--- config.mk ---
export PLATFORM = sky130hd
export DESIGN_NAME = cycle_termination_and_irq_inputs
export DESIGN_NICKNAME = d
export VERILOG_FILES = /design/src/inc/cycle_term_pkg.sv /design/src/inc/irq_pins_if.sv /design/src/core/pin_sync.sv /design/src/core/nmi_edge_qualifier.sv /design/src/core/cycle_termination_and_irq_inputs.sv
export SDC_FILE = /design/constraint.sdc
export NUM_CORES = 1
export LEC_CHECK = 0
export ABC_AREA = 1
export ABC_CLOCK_PERIOD_IN_PS = 2070
export BUFFER_PORTS_ARGS = -buffer_cell sky130_fd_sc_hd__clkbuf_2
export CAP_MARGIN = 20
export CELL_PAD_IN_SITES_DETAIL_PLACEMENT = 1
export CELL_PAD_IN_SITES_GLOBAL_PLACEMENT = 2
export CORE_MARGIN = 4
export CORE_UTILIZATION = 25
export CTS_CLUSTER_DIAMETER = 50
export DETAILED_ROUTE_END_ITERATION = 10
export PLACE_DENSITY = 0.67
export SYNTH_ARGS = -nofsm -noshare
export SYNTH_HDL_FRONTEND = slang
export SYNTH_SLANG_ARGS = --single-unit
--- constraint.sdc ---
create_clock -name i_clk -period 2.07 [get_ports i_clk]
set_input_delay 0 -clock i_clk [delete_from_list [all_inputs] [get_ports i_clk]]
set_output_delay 0 -clock i_clk [all_outputs]
set_load 0.1 [all_outputs]
--- src/inc/cycle_term_pkg.sv ---
// Shared constants and types for cycle termination and interrupt input handling
package cycle_term_pkg;

    typedef enum logic [1:0]
    {
        ST_IDLE = 2'b00,
        ST_T1   = 2'b01,
        ST_T2   = 2'b10
    } bus_state_e;

    localparam int unsigned DATA_W = 32;
    localparam int unsigned BEAT_W = 2;
    localparam int unsigned VECTOR_W = 8;

    // Synchroniser lanes
    localparam int unsigned SYNC_W = 3;
    localparam int unsigned SYNC_RESET = 0;
    localparam int unsigned SYNC_MASKABLE_IRQ = 1;
    localparam int unsigned SYNC_NMI = 2;
    // Reset lane starts asserted so the core never sees a false release
    localparam logic [SYNC_W-1:0] SYNC_RESET_VAL = 3'h1;

    // Acknowledge sequencing phases
    localparam logic [1:0] INTA_NONE = 2'h0;
    localparam logic [1:0] INTA_FIRST = 2'h1;
    localparam logic [1:0] INTA_SECOND = 2'h2;

    // Least low time before a qualifying edge, in clock periods
    localparam int unsigned NMI_LOW_MIN_CLK = 4;
    localparam int unsigned NMI_CNT_W = 3;
    localparam logic [NMI_CNT_W-1:0] NMI_LOW_MIN = NMI_CNT_W'(NMI_LOW_MIN_CLK);

    localparam logic [BEAT_W-1:0] BEAT_LAST = 2'h0;
    localparam logic [BEAT_W-1:0] BEAT_ONE = 2'h1;
    localparam logic [DATA_W-1:0] DATA_RESET = 32'h0000_0000;
    localparam logic [VECTOR_W-1:0] VECTOR_RESET = 8'h00;

endpackage : cycle_term_pkg

--- src/inc/irq_pins_if.sv ---
// Synchronised interrupt and reset pin levels shared between the internal modules
`timescale 1ns/100ps
interface irq_pins_if;
    logic reset_s;
    logic maskable_irq_s;
    logic nmi_s;
    logic nmi_rise;

    modport sync (output reset_s, output maskable_irq_s, output nmi_s);
    modport edge_det (input nmi_s, output nmi_rise);
    modport core (input reset_s, input maskable_irq_s, input nmi_rise);
endinterface : irq_pins_if

--- src/core/pin_sync.sv ---
// Two-stage synchroniser for the asynchronous reset and interrupt pins
`timescale 1ns/100ps
module pin_sync (
    input wire logic i_clk,
    input wire logic i_rst_n,
    input wire logic [cycle_term_pkg::SYNC_W-1:0] i_async,
    irq_pins_if.sync bus
);

    logic [cycle_term_pkg::SYNC_W-1:0] meta_q;
    logic [cycle_term_pkg::SYNC_W-1:0] sync_q;

    ////////////////////////////////////////////////////////////////////////////////
    // First stage feeds only the second stage
    genvar g;
    generate
        for (g = 0; g < cycle_term_pkg::SYNC_W; g++)
        begin : g_lane
            logic meta_d;
            logic sync_d;
            always_comb
            begin
                meta_d = i_async[g];
                sync_d = meta_q[g];
            end
            always_ff @(posedge i_clk or negedge i_rst_n)
            begin
                if (!i_rst_n)
                begin
                    meta_q[g] <= cycle_term_pkg::SYNC_RESET_VAL[g];
                    sync_q[g] <= cycle_term_pkg::SYNC_RESET_VAL[g];
                end
                else
                begin
                    meta_q[g] <= meta_d;
                    sync_q[g] <= sync_d;
                end
            end
        end
    endgenerate

    assign bus.reset_s = sync_q[cycle_term_pkg::SYNC_RESET];
    assign bus.maskable_irq_s = sync_q[cycle_term_pkg::SYNC_MASKABLE_IRQ];
    assign bus.nmi_s = sync_q[cycle_term_pkg::SYNC_NMI];
endmodule : pin_sync

--- src/core/nmi_edge_qualifier.sv ---
// Rising-edge detector that only fires after a sufficiently long low period
`timescale 1ns/100ps
module nmi_edge_qualifier (
    input wire logic i_clk,
    input wire logic i_rst_n,
    irq_pins_if.edge_det bus
);

    logic [cycle_term_pkg::NMI_CNT_W-1:0] low_cnt_q;
    logic [cycle_term_pkg::NMI_CNT_W-1:0] low_cnt_d;
    logic prev_q;
    logic prev_d;
    logic rise_q;
    logic rise_d;

    ////////////////////////////////////////////////////////////////////////////////
    // Counter saturates so an arbitrarily long low still qualifies
    always_comb
    begin
        prev_d = bus.nmi_s;
        low_cnt_d = low_cnt_q;
        if (bus.nmi_s)
        begin
            low_cnt_d = '0;
        end
        else if (low_cnt_q < cycle_term_pkg::NMI_LOW_MIN)
        begin
            low_cnt_d = low_cnt_q + 3'h1;
        end
        rise_d = bus.nmi_s && !prev_q && (low_cnt_q >= cycle_term_pkg::NMI_LOW_MIN);
    end

    always_ff @(posedge i_clk or negedge i_rst_n)
    begin
        if (!i_rst_n)
        begin
            low_cnt_q <= '0;
            prev_q <= 1'b1;
            rise_q <= 1'b0;
        end
        else
        begin
            low_cnt_q <= low_cnt_d;
            prev_q <= prev_d;
            rise_q <= rise_d;
        end
    end

    assign bus.nmi_rise = rise_q;
endmodule : nmi_edge_qualifier

--- src/core/cycle_termination_and_irq_inputs.sv ---
// Bus cycle termination, burst sequencing, reset and interrupt pin handling
// Behaviour
// - Non-burst ready ends the cycle; read data valid or write data taken.
// - Non-burst ready is ignored while idle and at end of first clock.
// - Non-burst ready still honoured while address float request is high.
// - Burst ready ends beats of a burst; ignored idle and in first clock.
// - Burst ready sampled from second clock on; data latched on each sampled beat.
// - Both readies together: burst ready ignored, burst ends at once.
// - Burst-final low when next burst ready ends the cycle; also in non-burst.
// - Burst-final is active low and floats while the bus is held away.
// - Reset pin forces a defined initial state; execution starts after release.
// - Reset pin accepted asynchronously and synchronised internally.
// - Maskable interrupt serviced only when the enable flag is set.
// - Accepted maskable interrupt runs two back-to-back locked acknowledge cycles.
// - Maskable request is an active-high asynchronous level, synchronised first.
// - Non-maskable interrupt fires on rising edge after four low clocks.
// - Non-maskable input is synchronised before edge detection.
// - Lock goes active in first clock of first locked cycle, off after last.
`timescale 1ns/100ps
module cycle_termination_and_irq_inputs (
    input wire logic i_clk,
    input wire logic i_rst_n,
    input wire logic i_reset_pin,
    input wire logic i_maskable_irq,
    input wire logic i_nmi,
    input wire logic i_flags_if,
    input wire logic i_nmi_taken,
    input wire logic i_cycle_req,
    input wire logic i_cycle_burst,
    input wire logic [cycle_term_pkg::BEAT_W-1:0] i_cycle_beats,
    input wire logic i_rdy_n,
    input wire logic i_burst_ready_n,
    input wire logic i_address_float_request,
    input wire logic i_bus_hold,
    input wire logic [cycle_term_pkg::DATA_W-1:0] i_data,
    output logic o_core_reset,
    output logic o_busy,
    output logic o_inta_active,
    output logic o_burst_final_n,
    output logic o_burst_final_oe,
    output logic o_lock_n,
    output logic o_lock_oe,
    output logic o_data_valid,
    output logic [cycle_term_pkg::DATA_W-1:0] o_data,
    output logic o_cycle_done,
    output logic o_irq_taken,
    output logic [cycle_term_pkg::VECTOR_W-1:0] o_irq_vector,
    output logic o_nmi_pending
);

    irq_pins_if pins ();

    pin_sync u_sync (
        .i_clk(i_clk),
        .i_rst_n(i_rst_n),
        .i_async({i_nmi, i_maskable_irq, i_reset_pin}),
        .bus(pins.sync)
    );

    nmi_edge_qualifier u_nmi (
        .i_clk(i_clk),
        .i_rst_n(i_rst_n),
        .bus(pins.edge_det)
    );

    ////////////////////////////////////////////////////////////////////////////////
    // Cycle state
    cycle_term_pkg::bus_state_e state_q;
    cycle_term_pkg::bus_state_e state_d;
    logic burst_q;
    logic burst_d;
    logic [cycle_term_pkg::BEAT_W-1:0] beats_left_q;
    logic [cycle_term_pkg::BEAT_W-1:0] beats_left_d;
    logic [1:0] inta_phase_q;
    logic [1:0] inta_phase_d;
    logic core_reset_q;
    logic core_reset_d;

    // Registered outputs
    logic burst_final_n_q;
    logic burst_final_n_d;
    logic burst_final_oe_q;
    logic burst_final_oe_d;
    logic lock_n_q;
    logic lock_n_d;
    logic lock_oe_q;
    logic lock_oe_d;
    logic data_valid_q;
    logic data_valid_d;
    logic [cycle_term_pkg::DATA_W-1:0] data_q;
    logic [cycle_term_pkg::DATA_W-1:0] data_d;
    logic cycle_done_q;
    logic cycle_done_d;
    logic irq_taken_q;
    logic irq_taken_d;
    logic [cycle_term_pkg::VECTOR_W-1:0] vector_q;
    logic [cycle_term_pkg::VECTOR_W-1:0] vector_d;
    logic nmi_pending_q;
    logic nmi_pending_d;
    logic busy_q;
    logic busy_d;
    logic inta_active_q;
    logic inta_active_d;

    logic launch_irq;
    logic launch_cpu;
    logic rdy_seen;
    logic burst_ready_n_seen;
    logic cycle_end;

    ////////////////////////////////////////////////////////////////////////////////
    // A new cycle needs the address bus, so holds block launch but never termination
    always_comb
    begin
        launch_irq = (state_q == cycle_term_pkg::ST_IDLE) && !core_reset_q && !pins.reset_s
            && (inta_phase_q == cycle_term_pkg::INTA_NONE) && !i_bus_hold
            && !i_address_float_request && pins.maskable_irq_s && i_flags_if;
        launch_cpu = (state_q == cycle_term_pkg::ST_IDLE) && !core_reset_q && !pins.reset_s
            && (inta_phase_q == cycle_term_pkg::INTA_NONE) && !i_bus_hold
            && !i_address_float_request && !launch_irq && i_cycle_req;
        // Readies only count in the second and later clocks
        rdy_seen = (state_q == cycle_term_pkg::ST_T2) && !i_rdy_n;
        burst_ready_n_seen = (state_q == cycle_term_pkg::ST_T2) && burst_q && !i_burst_ready_n;
        cycle_end = rdy_seen || (burst_ready_n_seen && (beats_left_q == cycle_term_pkg::BEAT_LAST));
    end

    ////////////////////////////////////////////////////////////////////////////////
    always_comb
    begin
        state_d = state_q;
        burst_d = burst_q;
        beats_left_d = beats_left_q;
        inta_phase_d = inta_phase_q;
        core_reset_d = pins.reset_s;
        lock_n_d = lock_n_q;
        data_valid_d = 1'b0;
        data_d = data_q;
        cycle_done_d = 1'b0;
        irq_taken_d = 1'b0;
        vector_d = vector_q;
        nmi_pending_d = nmi_pending_q;
        if (i_nmi_taken)
        begin
            nmi_pending_d = 1'b0;
        end
        if (pins.nmi_rise)
        begin
            nmi_pending_d = 1'b1;
        end
        case (state_q)
            cycle_term_pkg::ST_IDLE:
            begin
                if (launch_irq)
                begin
                    state_d = cycle_term_pkg::ST_T1;
                    burst_d = 1'b0;
                    beats_left_d = cycle_term_pkg::BEAT_LAST;
                    inta_phase_d = cycle_term_pkg::INTA_FIRST;
                    lock_n_d = 1'b0;
                end
                else if (launch_cpu)
                begin
                    state_d = cycle_term_pkg::ST_T1;
                    burst_d = i_cycle_burst && (i_cycle_beats != cycle_term_pkg::BEAT_LAST);
                    beats_left_d = i_cycle_burst ? i_cycle_beats : cycle_term_pkg::BEAT_LAST;
                end
            end
            cycle_term_pkg::ST_T1:
            begin
                state_d = cycle_term_pkg::ST_T2;
            end
            cycle_term_pkg::ST_T2:
            begin
                if (rdy_seen || burst_ready_n_seen)
                begin
                    data_valid_d = 1'b1;
                    data_d = i_data;
                end
                if (cycle_end)
                begin
                    state_d = cycle_term_pkg::ST_IDLE;
                    burst_d = 1'b0;
                    beats_left_d = cycle_term_pkg::BEAT_LAST;
                    if (inta_phase_q == cycle_term_pkg::INTA_FIRST)
                    begin
                        // Second acknowledge follows at once, still locked
                        state_d = cycle_term_pkg::ST_T1;
                        inta_phase_d = cycle_term_pkg::INTA_SECOND;
                    end
                    else if (inta_phase_q == cycle_term_pkg::INTA_SECOND)
                    begin
                        inta_phase_d = cycle_term_pkg::INTA_NONE;
                        lock_n_d = 1'b1;
                        irq_taken_d = 1'b1;
                        vector_d = i_data[cycle_term_pkg::VECTOR_W-1:0];
                    end
                    else
                    begin
                        cycle_done_d = 1'b1;
                    end
                end
                else if (burst_ready_n_seen)
                begin
                    beats_left_d = beats_left_q - cycle_term_pkg::BEAT_ONE;
                end
            end
            default:
            begin
                state_d = cycle_term_pkg::ST_IDLE;
            end
        endcase
        // Synchronised reset overrides everything except the data and vector latches and the two output enables, and leaves a known state
        if (pins.reset_s)
        begin
            state_d = cycle_term_pkg::ST_IDLE;
            burst_d = 1'b0;
            beats_left_d = cycle_term_pkg::BEAT_LAST;
            inta_phase_d = cycle_term_pkg::INTA_NONE;
            lock_n_d = 1'b1;
            data_valid_d = 1'b0;
            cycle_done_d = 1'b0;
            irq_taken_d = 1'b0;
            nmi_pending_d = 1'b0;
        end
        // Burst-final reflects the cycle about to be in progress
        burst_final_n_d = !((state_d != cycle_term_pkg::ST_IDLE)
            && (!burst_d || (beats_left_d == cycle_term_pkg::BEAT_LAST)));
        burst_final_oe_d = !i_bus_hold;
        lock_oe_d = !i_bus_hold;
        busy_d = (state_d != cycle_term_pkg::ST_IDLE);
        inta_active_d = (inta_phase_d != cycle_term_pkg::INTA_NONE);
    end

    ////////////////////////////////////////////////////////////////////////////////
    always_ff @(posedge i_clk or negedge i_rst_n)
    begin
        if (!i_rst_n)
        begin
            state_q <= cycle_term_pkg::ST_IDLE;
            burst_q <= 1'b0;
            beats_left_q <= cycle_term_pkg::BEAT_LAST;
            inta_phase_q <= cycle_term_pkg::INTA_NONE;
            core_reset_q <= 1'b1;
            burst_final_n_q <= 1'b1;
            burst_final_oe_q <= 1'b0;
            lock_n_q <= 1'b1;
            lock_oe_q <= 1'b0;
            data_valid_q <= 1'b0;
            data_q <= cycle_term_pkg::DATA_RESET;
            cycle_done_q <= 1'b0;
            irq_taken_q <= 1'b0;
            vector_q <= cycle_term_pkg::VECTOR_RESET;
            nmi_pending_q <= 1'b0;
            busy_q <= 1'b0;
            inta_active_q <= 1'b0;
        end
        else
        begin
            state_q <= state_d;
            burst_q <= burst_d;
            beats_left_q <= beats_left_d;
            inta_phase_q <= inta_phase_d;
            core_reset_q <= core_reset_d;
            burst_final_n_q <= burst_final_n_d;
            burst_final_oe_q <= burst_final_oe_d;
            lock_n_q <= lock_n_d;
            lock_oe_q <= lock_oe_d;
            data_valid_q <= data_valid_d;
            data_q <= data_d;
            cycle_done_q <= cycle_done_d;
            irq_taken_q <= irq_taken_d;
            vector_q <= vector_d;
            nmi_pending_q <= nmi_pending_d;
            busy_q <= busy_d;
            inta_active_q <= inta_active_d;
        end
    end

    assign o_core_reset = core_reset_q;
    assign o_busy = busy_q;
    assign o_inta_active = inta_active_q;
    assign o_burst_final_n = burst_final_n_q;
    assign o_burst_final_oe = burst_final_oe_q;
    assign o_lock_n = lock_n_q;
    assign o_lock_oe = lock_oe_q;
    assign o_data_valid = data_valid_q;
    assign o_data = data_q;
    assign o_cycle_done = cycle_done_q;
    assign o_irq_taken = irq_taken_q;
    assign o_irq_vector = vector_q;
    assign o_nmi_pending = nmi_pending_q;
endmodule : cycle_termination_and_irq_inputs

==> impl.org, run 1 <==
** Critical path
- The endpoint identified for the worst register-to-register timing path is o_data[30].
- The worst setup path is captured at a flop.
- For this design, the slowest cell found on the critical path is dfrtp_1.
- Crit path kind :: reg -> reg
- For this run, the slowest stage of the critical path takes approximately 0.48 ns.
- The worst register-to-register path begins at state_q[0].
- At the worst endpoint, the required time is ~2.3 ns.
- The worst setup path is launched from a flop.
- Largest fanout on the critical path :: 40
- Counting cells, the worst reg-to-reg path comes to 5.
- In this design, the largest share of critical-path delay is due to simple AND/OR/NAND/NOR gates.
- The number of buffers and inverters on the critical path is 1.
- Ordered cell list for the critical path :: nor2_4, nand3_1, nand2_1, buf_12, mux2_2
- FF-to-FF setup slack :: about 0.36 ns
- At the worst endpoint, the arrival time is around 1.9 ns.

** Min path
- The worst hold path begins at i_burst_ready_n.
- For hold timing, the worst endpoint is o_data_valid.
- The worst hold path was traced through 4 stages.
- Type of the most critical hold path :: in -> reg

** Place
- Summed over all nets, the half-perimeter wirelength after detailed placement is ~5.3 mm.
- Global placer's final weighted congestion :: about 0.75
- Port buffer count :: 97
- Worst-case setup slack after placement :: between 0.3 and 0.4 ns

** Yosys
- Largest cells by area after synthesis :: dfrtp_1 55%, nand2_1 5.9%, dfstp_2 5.6%, mux2_1 5.2%, inv_1 4.5%
- After synthesis, the share of flip-flops with an asynchronous set or reset is 1.00.
- During synthesis, Yosys emitted a total of 0 warnings.
- Number of synthesized flops with an enable pin :: 0
- Cell count after synthesis :: between 200 and 300
- Summed over all instances, the cell type with the most area after synthesis is dfrtp_1.
- Number of different library cells in the post-synthesis netlist :: 27
- Area share of the leading cell type in the synthesized netlist :: 0.550
- In the synthesized netlist the dominant register cell turns out to be dfrtp_1.
- For this run, the register share of the synthesized area comes to 0.605.
- The average instance in the mapped netlist occupies 10.7 um^2.
- The number of nets in the synthesized netlist is 319.
- The mapped netlist covers ~2800 um^2.
- In this run, synthesis produced a sequential element count of 68.

** Clocking
- Number of clock sinks :: roughly 70
- The clock passes through at most 2 buffers.
- Clock Latency Late Sink :: roughly 0.33 ns
- The H-tree was split into 3 levels.
- Register clock-pin slew on the reported worst setup and hold paths :: approximately 0.06 ns
- TritonCTS built the clock tree.
- Root Buffer :: clkbuf_16
- Number of clock buffers inserted by TritonCTS :: 9

** Floorplanning
- The region available for standard cell placement spans about 11000 um^2.
- Die Wd :: around 110 um
- In this run the count of I/O pins placed on the die edge is 98.
- For this configuration, the core starts out at a cell density of 0.258.
- Number of placement rows :: 38
- Die area :: around 13000 um^2
- Vertical extent of the die :: around 110 um

** Run status
- The run finished with clean final reports.

** Global routing
- The number of global-route vias before repair came to 2674.
- The initial antenna violation count is 0.
- Maximum number of pins on one net before global-route repair :: 48
- In the global route stage, overall resource usage came out at 0.128.
- The total overflow left after global routing is 0.
- Wire length of the first global-routing pass :: ~13 mm

** Cells and area
- The library cell used most frequently in the layout, excluding fill and tap cells, is clkbuf_2.
- Syn-to-layout area delta :: 47.9%
- Antenna cell count :: 0
- Share of post-route cells with drive strength above 1 :: 0.350
- The library cells used most frequently in the layout, excluding fill and tap cells, are 96 x clkbuf_2, 62 x dfrtp_1, 44 x nand2_1, 39 x dlygate4sd3_1, 34 x inv_1.
- For this run, the post-layout net count is 463.

** Detailed routing
- The highest layer touched by signal routing is met4.
- In the routed design, unresolved DRC markers number 0.
- M1 WL :: roughly 3.4 mm
- For this block, the initial DRC count from the detailed router was 25.
- For this run, the detailed router's first-pass iteration total came to 4.
- After detailed routing, the total wire length is 7.60 mm.
- Met3 routed wirelength :: roughly 520 um
- Total via count in the routed design :: approximately 2300
- Dividing the detail-routed wire length by the instance count gives approximately 14 um.
- Mean number of vias per cell :: approximately 4.2
- Number of nets with antenna violations after routing :: 0
- After detailed routing, the met2 layer carries 3.62 mm of wire.

** Timing
- The worst path meets setup with 0.364 ns of slack.
- The worst pin sits at a relative slew slack of 0.628.
- Layout Skew :: approximately 0.0047 ns
- Setup TNS Final :: 0 ns
- Final hold violation count :: 0
- FMAX :: just under 0.6 GHz
- Worst-margin pin slew :: roughly 0.56 ns
- Final number of max-transition violations :: 0
- Minimum period implied by the final worst setup slack :: 1.71 ns
- Setup repair after global routing missed its margin :: no
- Total of endpoints with negative setup slack in the final report :: 0
- Dividing the final minimum period by the clock period gives 0.824.

** Power
- The analysis attributes to cell leakage a power of between 2 and 2.5 nW.
- Pwr per Cell Area :: between 1000 and 1500 nW/um^2
- Worst VDD drop :: 747 uV

** Flow run
- Count of max-cap constraint violations :: 0
## through the flow
stage / utilization / hold slack [ns] / total power, mW / instances / instance area (um^2)
final: 0.382 / 0.0936 / 5.14 / 554 / 4170
after floorplan: - / -0.296 / 3.30 / 265 / 2820
after detailed placement: 0.320 / 0.0226 / 3.67 / 499 / 3500
after CTS: 0.382 / 0.0799 / 5.22 / 554 / 4170
after global placement: 0.320 / 0.0118 / 3.64 / 499 / 3500
after global routing: 0.382 / 0.131 / 5.40 / 554 / 4170
## worst max path at each step
stage,startpoint,to,slack (ns),cells past startpoint
6_report,state_q[0],o_data[30],0.36,5
3_5_place_dp,inta_phase_q[0],o_burst_final_n,0.34,11
3_3_place_gp,state_q[0],o_data[28],0.35,5
2_1_floorplan,o_core_reset,o_inta_active,0.41,8
5_1_grt,inta_phase_q[0],o_burst_final_n,0.14,11
4_1_cts,inta_phase_q[0],o_burst_final_n,0.34,11
## power breakdown
group | leakage [nW] | switching (mW) | total, mW | internal [mW]
Clock | 0.142 | 0.574 | 1.45 | 0.877
Sequential | 0.843 | 0.113 | 1.66 | 1.55
Combinational | 1.17 | 1.70 | 2.03 | 0.335
Total | 2.15 | 2.38 | 5.14 | 2.76
## Yosys cell counts, types with 4 or more instances
cell / instances
o21ai_1: 10
nand3_1: 11
buf_2: 4
nand2_1: 44
ha_1: 7
nor2_1: 22
inv_1: 34
o21ai_0: 4
mux2_1: 13
mux2_2: 11
dfstp_2: 6
nand4_1: 4
a21oi_1: 12
dfrtp_1: 62
## state kept, by name, summed over array words and instances (netlist names), 2 cells and up
register              cells
o_data                   32
o_irq_vector              8
u_nmi.low_cnt_q           3
u_sync.g_lane.sync_d      3
beats_left_q              2
inta_phase_q              2
state_q                   2
## cell families after synthesis
| kind of cell | Yosys count | synth area share |
|---|---|---|
| AO/OA/AOI/OAI | 32 | 0.0634 |
| AND/OR/NAND/NOR | 90 | 0.138 |
| flip-flops | 68 | 0.605 |
| multiplexers | 24 | 0.0957 |
| XOR/XNOR | 1 | 0.00310 |
| buffers and inverters | 43 | 0.0629 |
| adder cells (fa/ha/maj) | 7 | 0.0310 |
## timing repair
item	4_1_cts	5_1_grt
resized for setup	0	0
hold buffers	39	0
hold endpoints to repair	64	0
buffers inserted	0	0
## area by class of cell
class / instances / area, um^2
clock inverters: 5 / 35.0
inverters: 36 / 135
multi-input cells: 154 / 936
fillers: 1263 / 6760
clock buffers: 11 / 253
well taps: 140 / 175
flip-flops and latches: 68 / 1710
repair buffers: 140 / 931
## tightest hold or removal path, stage by stage
cell      delay [ns]
clkbuf_2        0.08
inv_1           0.06
nand3_1         0.15
a21oi_1         0.09
## metal layers
metal	vias up	track usage
li1	1138	-
met1	1108	0.154
met2	74	0.211
met3	6	0.0449
met4	0	0.0475
met5	-	0
Note: power is estimated with default switching activity, not from simulation.
==> run 2: changes to the inputs <==
ABC_CLOCK_PERIOD_IN_PS = 1700   (was 2070)
clock period = 1.7 ns   (was 2.07 ns; I/O delays follow)
==> run 2 against run 1 <==
First-iteration DRC count increased by 92%. Critical path depth increased by 1. Die area unchanged. Cell count increased by 2.0%. Critical endpoint is now o_data[28].
==> impl.org, run 2 (synthesis results as in run 1) <==
** Timing
- Setup TNS Final :: 0 ns (unchanged)
- Setup repair after global routing missed its margin: yes (was no).
- The slew at the pin with the worst max-slew slack was 0.566 ns (was 0.561 ns).
- The post-route clock skew was 0.00928 ns (was 0.00475 ns).
- Total of endpoints with negative setup slack in the final report :: 0 (unchanged)
- The highest clock rate came to 0.629 GHz (was 0.586 GHz).
- Worst rel slew slack :: 0.624 (was 0.628)
- Final number of max-transition violations :: 0 (unchanged)
- Setup slack of the critical path after layout :: 0.109 ns (was 0.364 ns)
- Post-route clock period utilization :: 0.936 (was 0.824)
- The final hold violation count was 0 (unchanged).
- Minimum period implied by the final worst setup slack :: 1.59 ns (was 1.71 ns)

** Clocking
- Number of H-tree levels :: 3 (unchanged)
- The CTS clock-pin slew for the worst setup and hold paths came to 0.06 ns (about the same).
- The largest buffer count on any clock path came to 2 (unchanged).
- CTS tree :: yes (unchanged)
- The cell chosen for the clock root is clkbuf_16 (unchanged).
- The number of clock sinks is 68 (unchanged).
- The number of clock buffers inserted by TritonCTS is 9 (unchanged).
- The clock latency of the later-clocked register in the worst-skew pair came to 0.33 ns (about the same).

** Critical path
- The data arrival time at the worst-slack endpoint was 1.80 ns (was 1.92 ns).
- Crit start category :: flop (unchanged)
- Required time of the critical path :: 1.91 ns (was 2.28 ns)
- The type of destination of the critical path was a flop (unchanged).
- Largest fanout on the critical path :: 28 (was 40)
- The type of the worst setup path was reg -> reg (unchanged).

** Global routing
- Maximum number of pins on one net before global-route repair :: 69 (was 48)
- Total global routing track utilization :: 0.126 (was 0.128)
- Initial antenna violation count :: 0 (unchanged)
- GRT Residual Overflow :: 0 (unchanged)
- The global-route wire length before repair is 13.0 mm (was 13.1 mm).
- The number of global-route vias before repair came to 2698 (was 2674).

** Power
- Leakage :: 2.21 nW (was 2.15 nW)
- Pwr per Cell Area :: 1470 nW/um^2 (was 1230 nW/um^2)
- Worst VDD drop :: 904 uV (was 747 uV)

** Cells and area
- Commonest cells after routing, fill and taps aside :: 96 x clkbuf_2, 61 x dfrtp_1, 42 x nand2_1, 39 x dlygate4sd3_1, 30 x inv_1 (was 96 x clkbuf_2, 62 x dfrtp_1, 44 x nand2_1, 39 x dlygate4sd3_1, 34 x inv_1)
- Commonest non-fill, non-tap cell in the layout :: clkbuf_2 (unchanged)
- Area occupied by multi-input gates :: 986 um^2 (was 936 um^2)
- Share of post-route cells with drive strength above 1 :: 0.395 (was 0.350)
- Post-layout utilization of the core :: 0.395 (was 0.382)
- The area of all placed cells without fillers was 4320 um^2 (was 4170 um^2).
- Antenna cell count :: 0 (unchanged)
- The final layout net count came to 474 (was 463).
- Area occupied by registers :: 1710 um^2 (about the same)
- The count of filler cells inserted in the layout came to 1285 (was 1263).
- Syn-to-layout area delta :: 53.1% (was 47.9%)
- Number of flip-flops under the largest register name :: 32 (unchanged)

** Detailed routing
- The average via count per standard cell is 4.17 (was 4.20).
- DRC violations left :: 0 (unchanged)
- The final routed wire length divided by cell count was 13.5 um (was 13.7 um).
- Total via count in the routed design :: 2358 (was 2326)
- The antenna violation net count after detailed routing came to 0 (unchanged).
- WL final :: 7.61 mm (was 7.60 mm)
- The initial detailed-routing violation count is 48 (was 25).
- The first-pass iteration count of the detailed router came to 4 (unchanged).

** Flow run
- Count of max-cap constraint violations :: 0 (unchanged)

** Place
- Port buffer count :: 97 (unchanged)
- DPL Wire Length :: 5.22 mm (was 5.35 mm)
- The post-place instance area is 3530 um^2 (was 3500 um^2).
- The worst setup timing slack at the placement stage was -0.124 ns (was 0.342 ns).
- Global placer's final weighted congestion :: 0.758 (was 0.754)

** Floorplanning
- The width of the die came to 114 um (unchanged).
- Initial Utilization :: 0.258 (unchanged)
- Number of primary I/O pins :: 98 (unchanged)
- The standard cell core area is 10900 um^2 (unchanged).
- The height of the die was 114 um (unchanged).
- The floorplan row count was 38 (unchanged).
- The floorplan die area came to 13100 um^2 (unchanged).

** Min path
- Type of the most critical hold path :: in -> reg (unchanged)

** Run status
- Outcome :: complete, no violations (unchanged)
-- run 2: power by group --
group	internal, mW	switching (mW)	leakage, nW
clock network	1.14	0.715	0.142
logic	0.417	2.07	1.23
registers	1.88	0.139	0.841
total	3.44	2.92	2.21
-- run 2: path summary, 6_finish.rpt --
check                                   startpoint                   endpoint  slack (ns)  cells after the start
max                                     state_q[0]                 o_data[28]        0.11                      6
min                                     i_flags_if                   o_lock_n        0.11                      6
max reg2reg                             state_q[0]                 o_data[28]        0.11                      6
min reg2reg                u_sync.g_lane[1].sync_d  u_sync.bus.maskable_irq_s        0.35                      0
max in group asynchronous                  i_rst_n               o_core_reset        1.11                      3
min in group asynchronous                  i_rst_n                    burst_q        0.20                      3
-- run 2: critical path: stages (launching register included) --
cell     delay (ns)
dfrtp_2        0.47
nor2_4         0.13
buf_4          0.14
nand2_2        0.08
nand2_2        0.11
buf_12         0.20
mux2_2         0.36
-- run 2: layout make-up --
| class | count | area share |
|---|---|---|
| inverter | 36 | 0.0313 |
| clock buffer | 9 | 0.0521 |
| tap | 140 | 0.0405 |
| timing repair buffer | 151 | 0.235 |
| multi-input combinational | 154 | 0.228 |
| sequential | 68 | 0.396 |
| clock inverter | 7 | 0.0177 |
-- run 2: timing repair --
item                                   in CTS  in global routing
resized for setup                           2                 16
hold buffers                               39                  0
endpoints found under the hold margin     108                  0
setup buffers                               1                  6
setup endpoints to repair                   2                 14
pin swaps                                   2                  6
-- run 2: layer usage --
metal  wire length (um)  GRT usage
met5                  0          0
met1               3010      0.137
met3                581     0.0497
met4                 61     0.0333
met2               3960      0.226
-- run 2: stage by stage --
| step | hold slack (ns) | total power, mW | std cells |
|---|---|---|---|
| after detailed placement | 0.0638 | 4.46 | 503 |
| after CTS | 0.102 | 6.44 | 559 |
| final | 0.106 | 6.36 | 565 |
| after global placement | 0.0577 | 4.44 | 503 |
| after floorplan | -0.296 | 4.01 | 265 |
| after global routing | 0.165 | 6.67 | 565 |
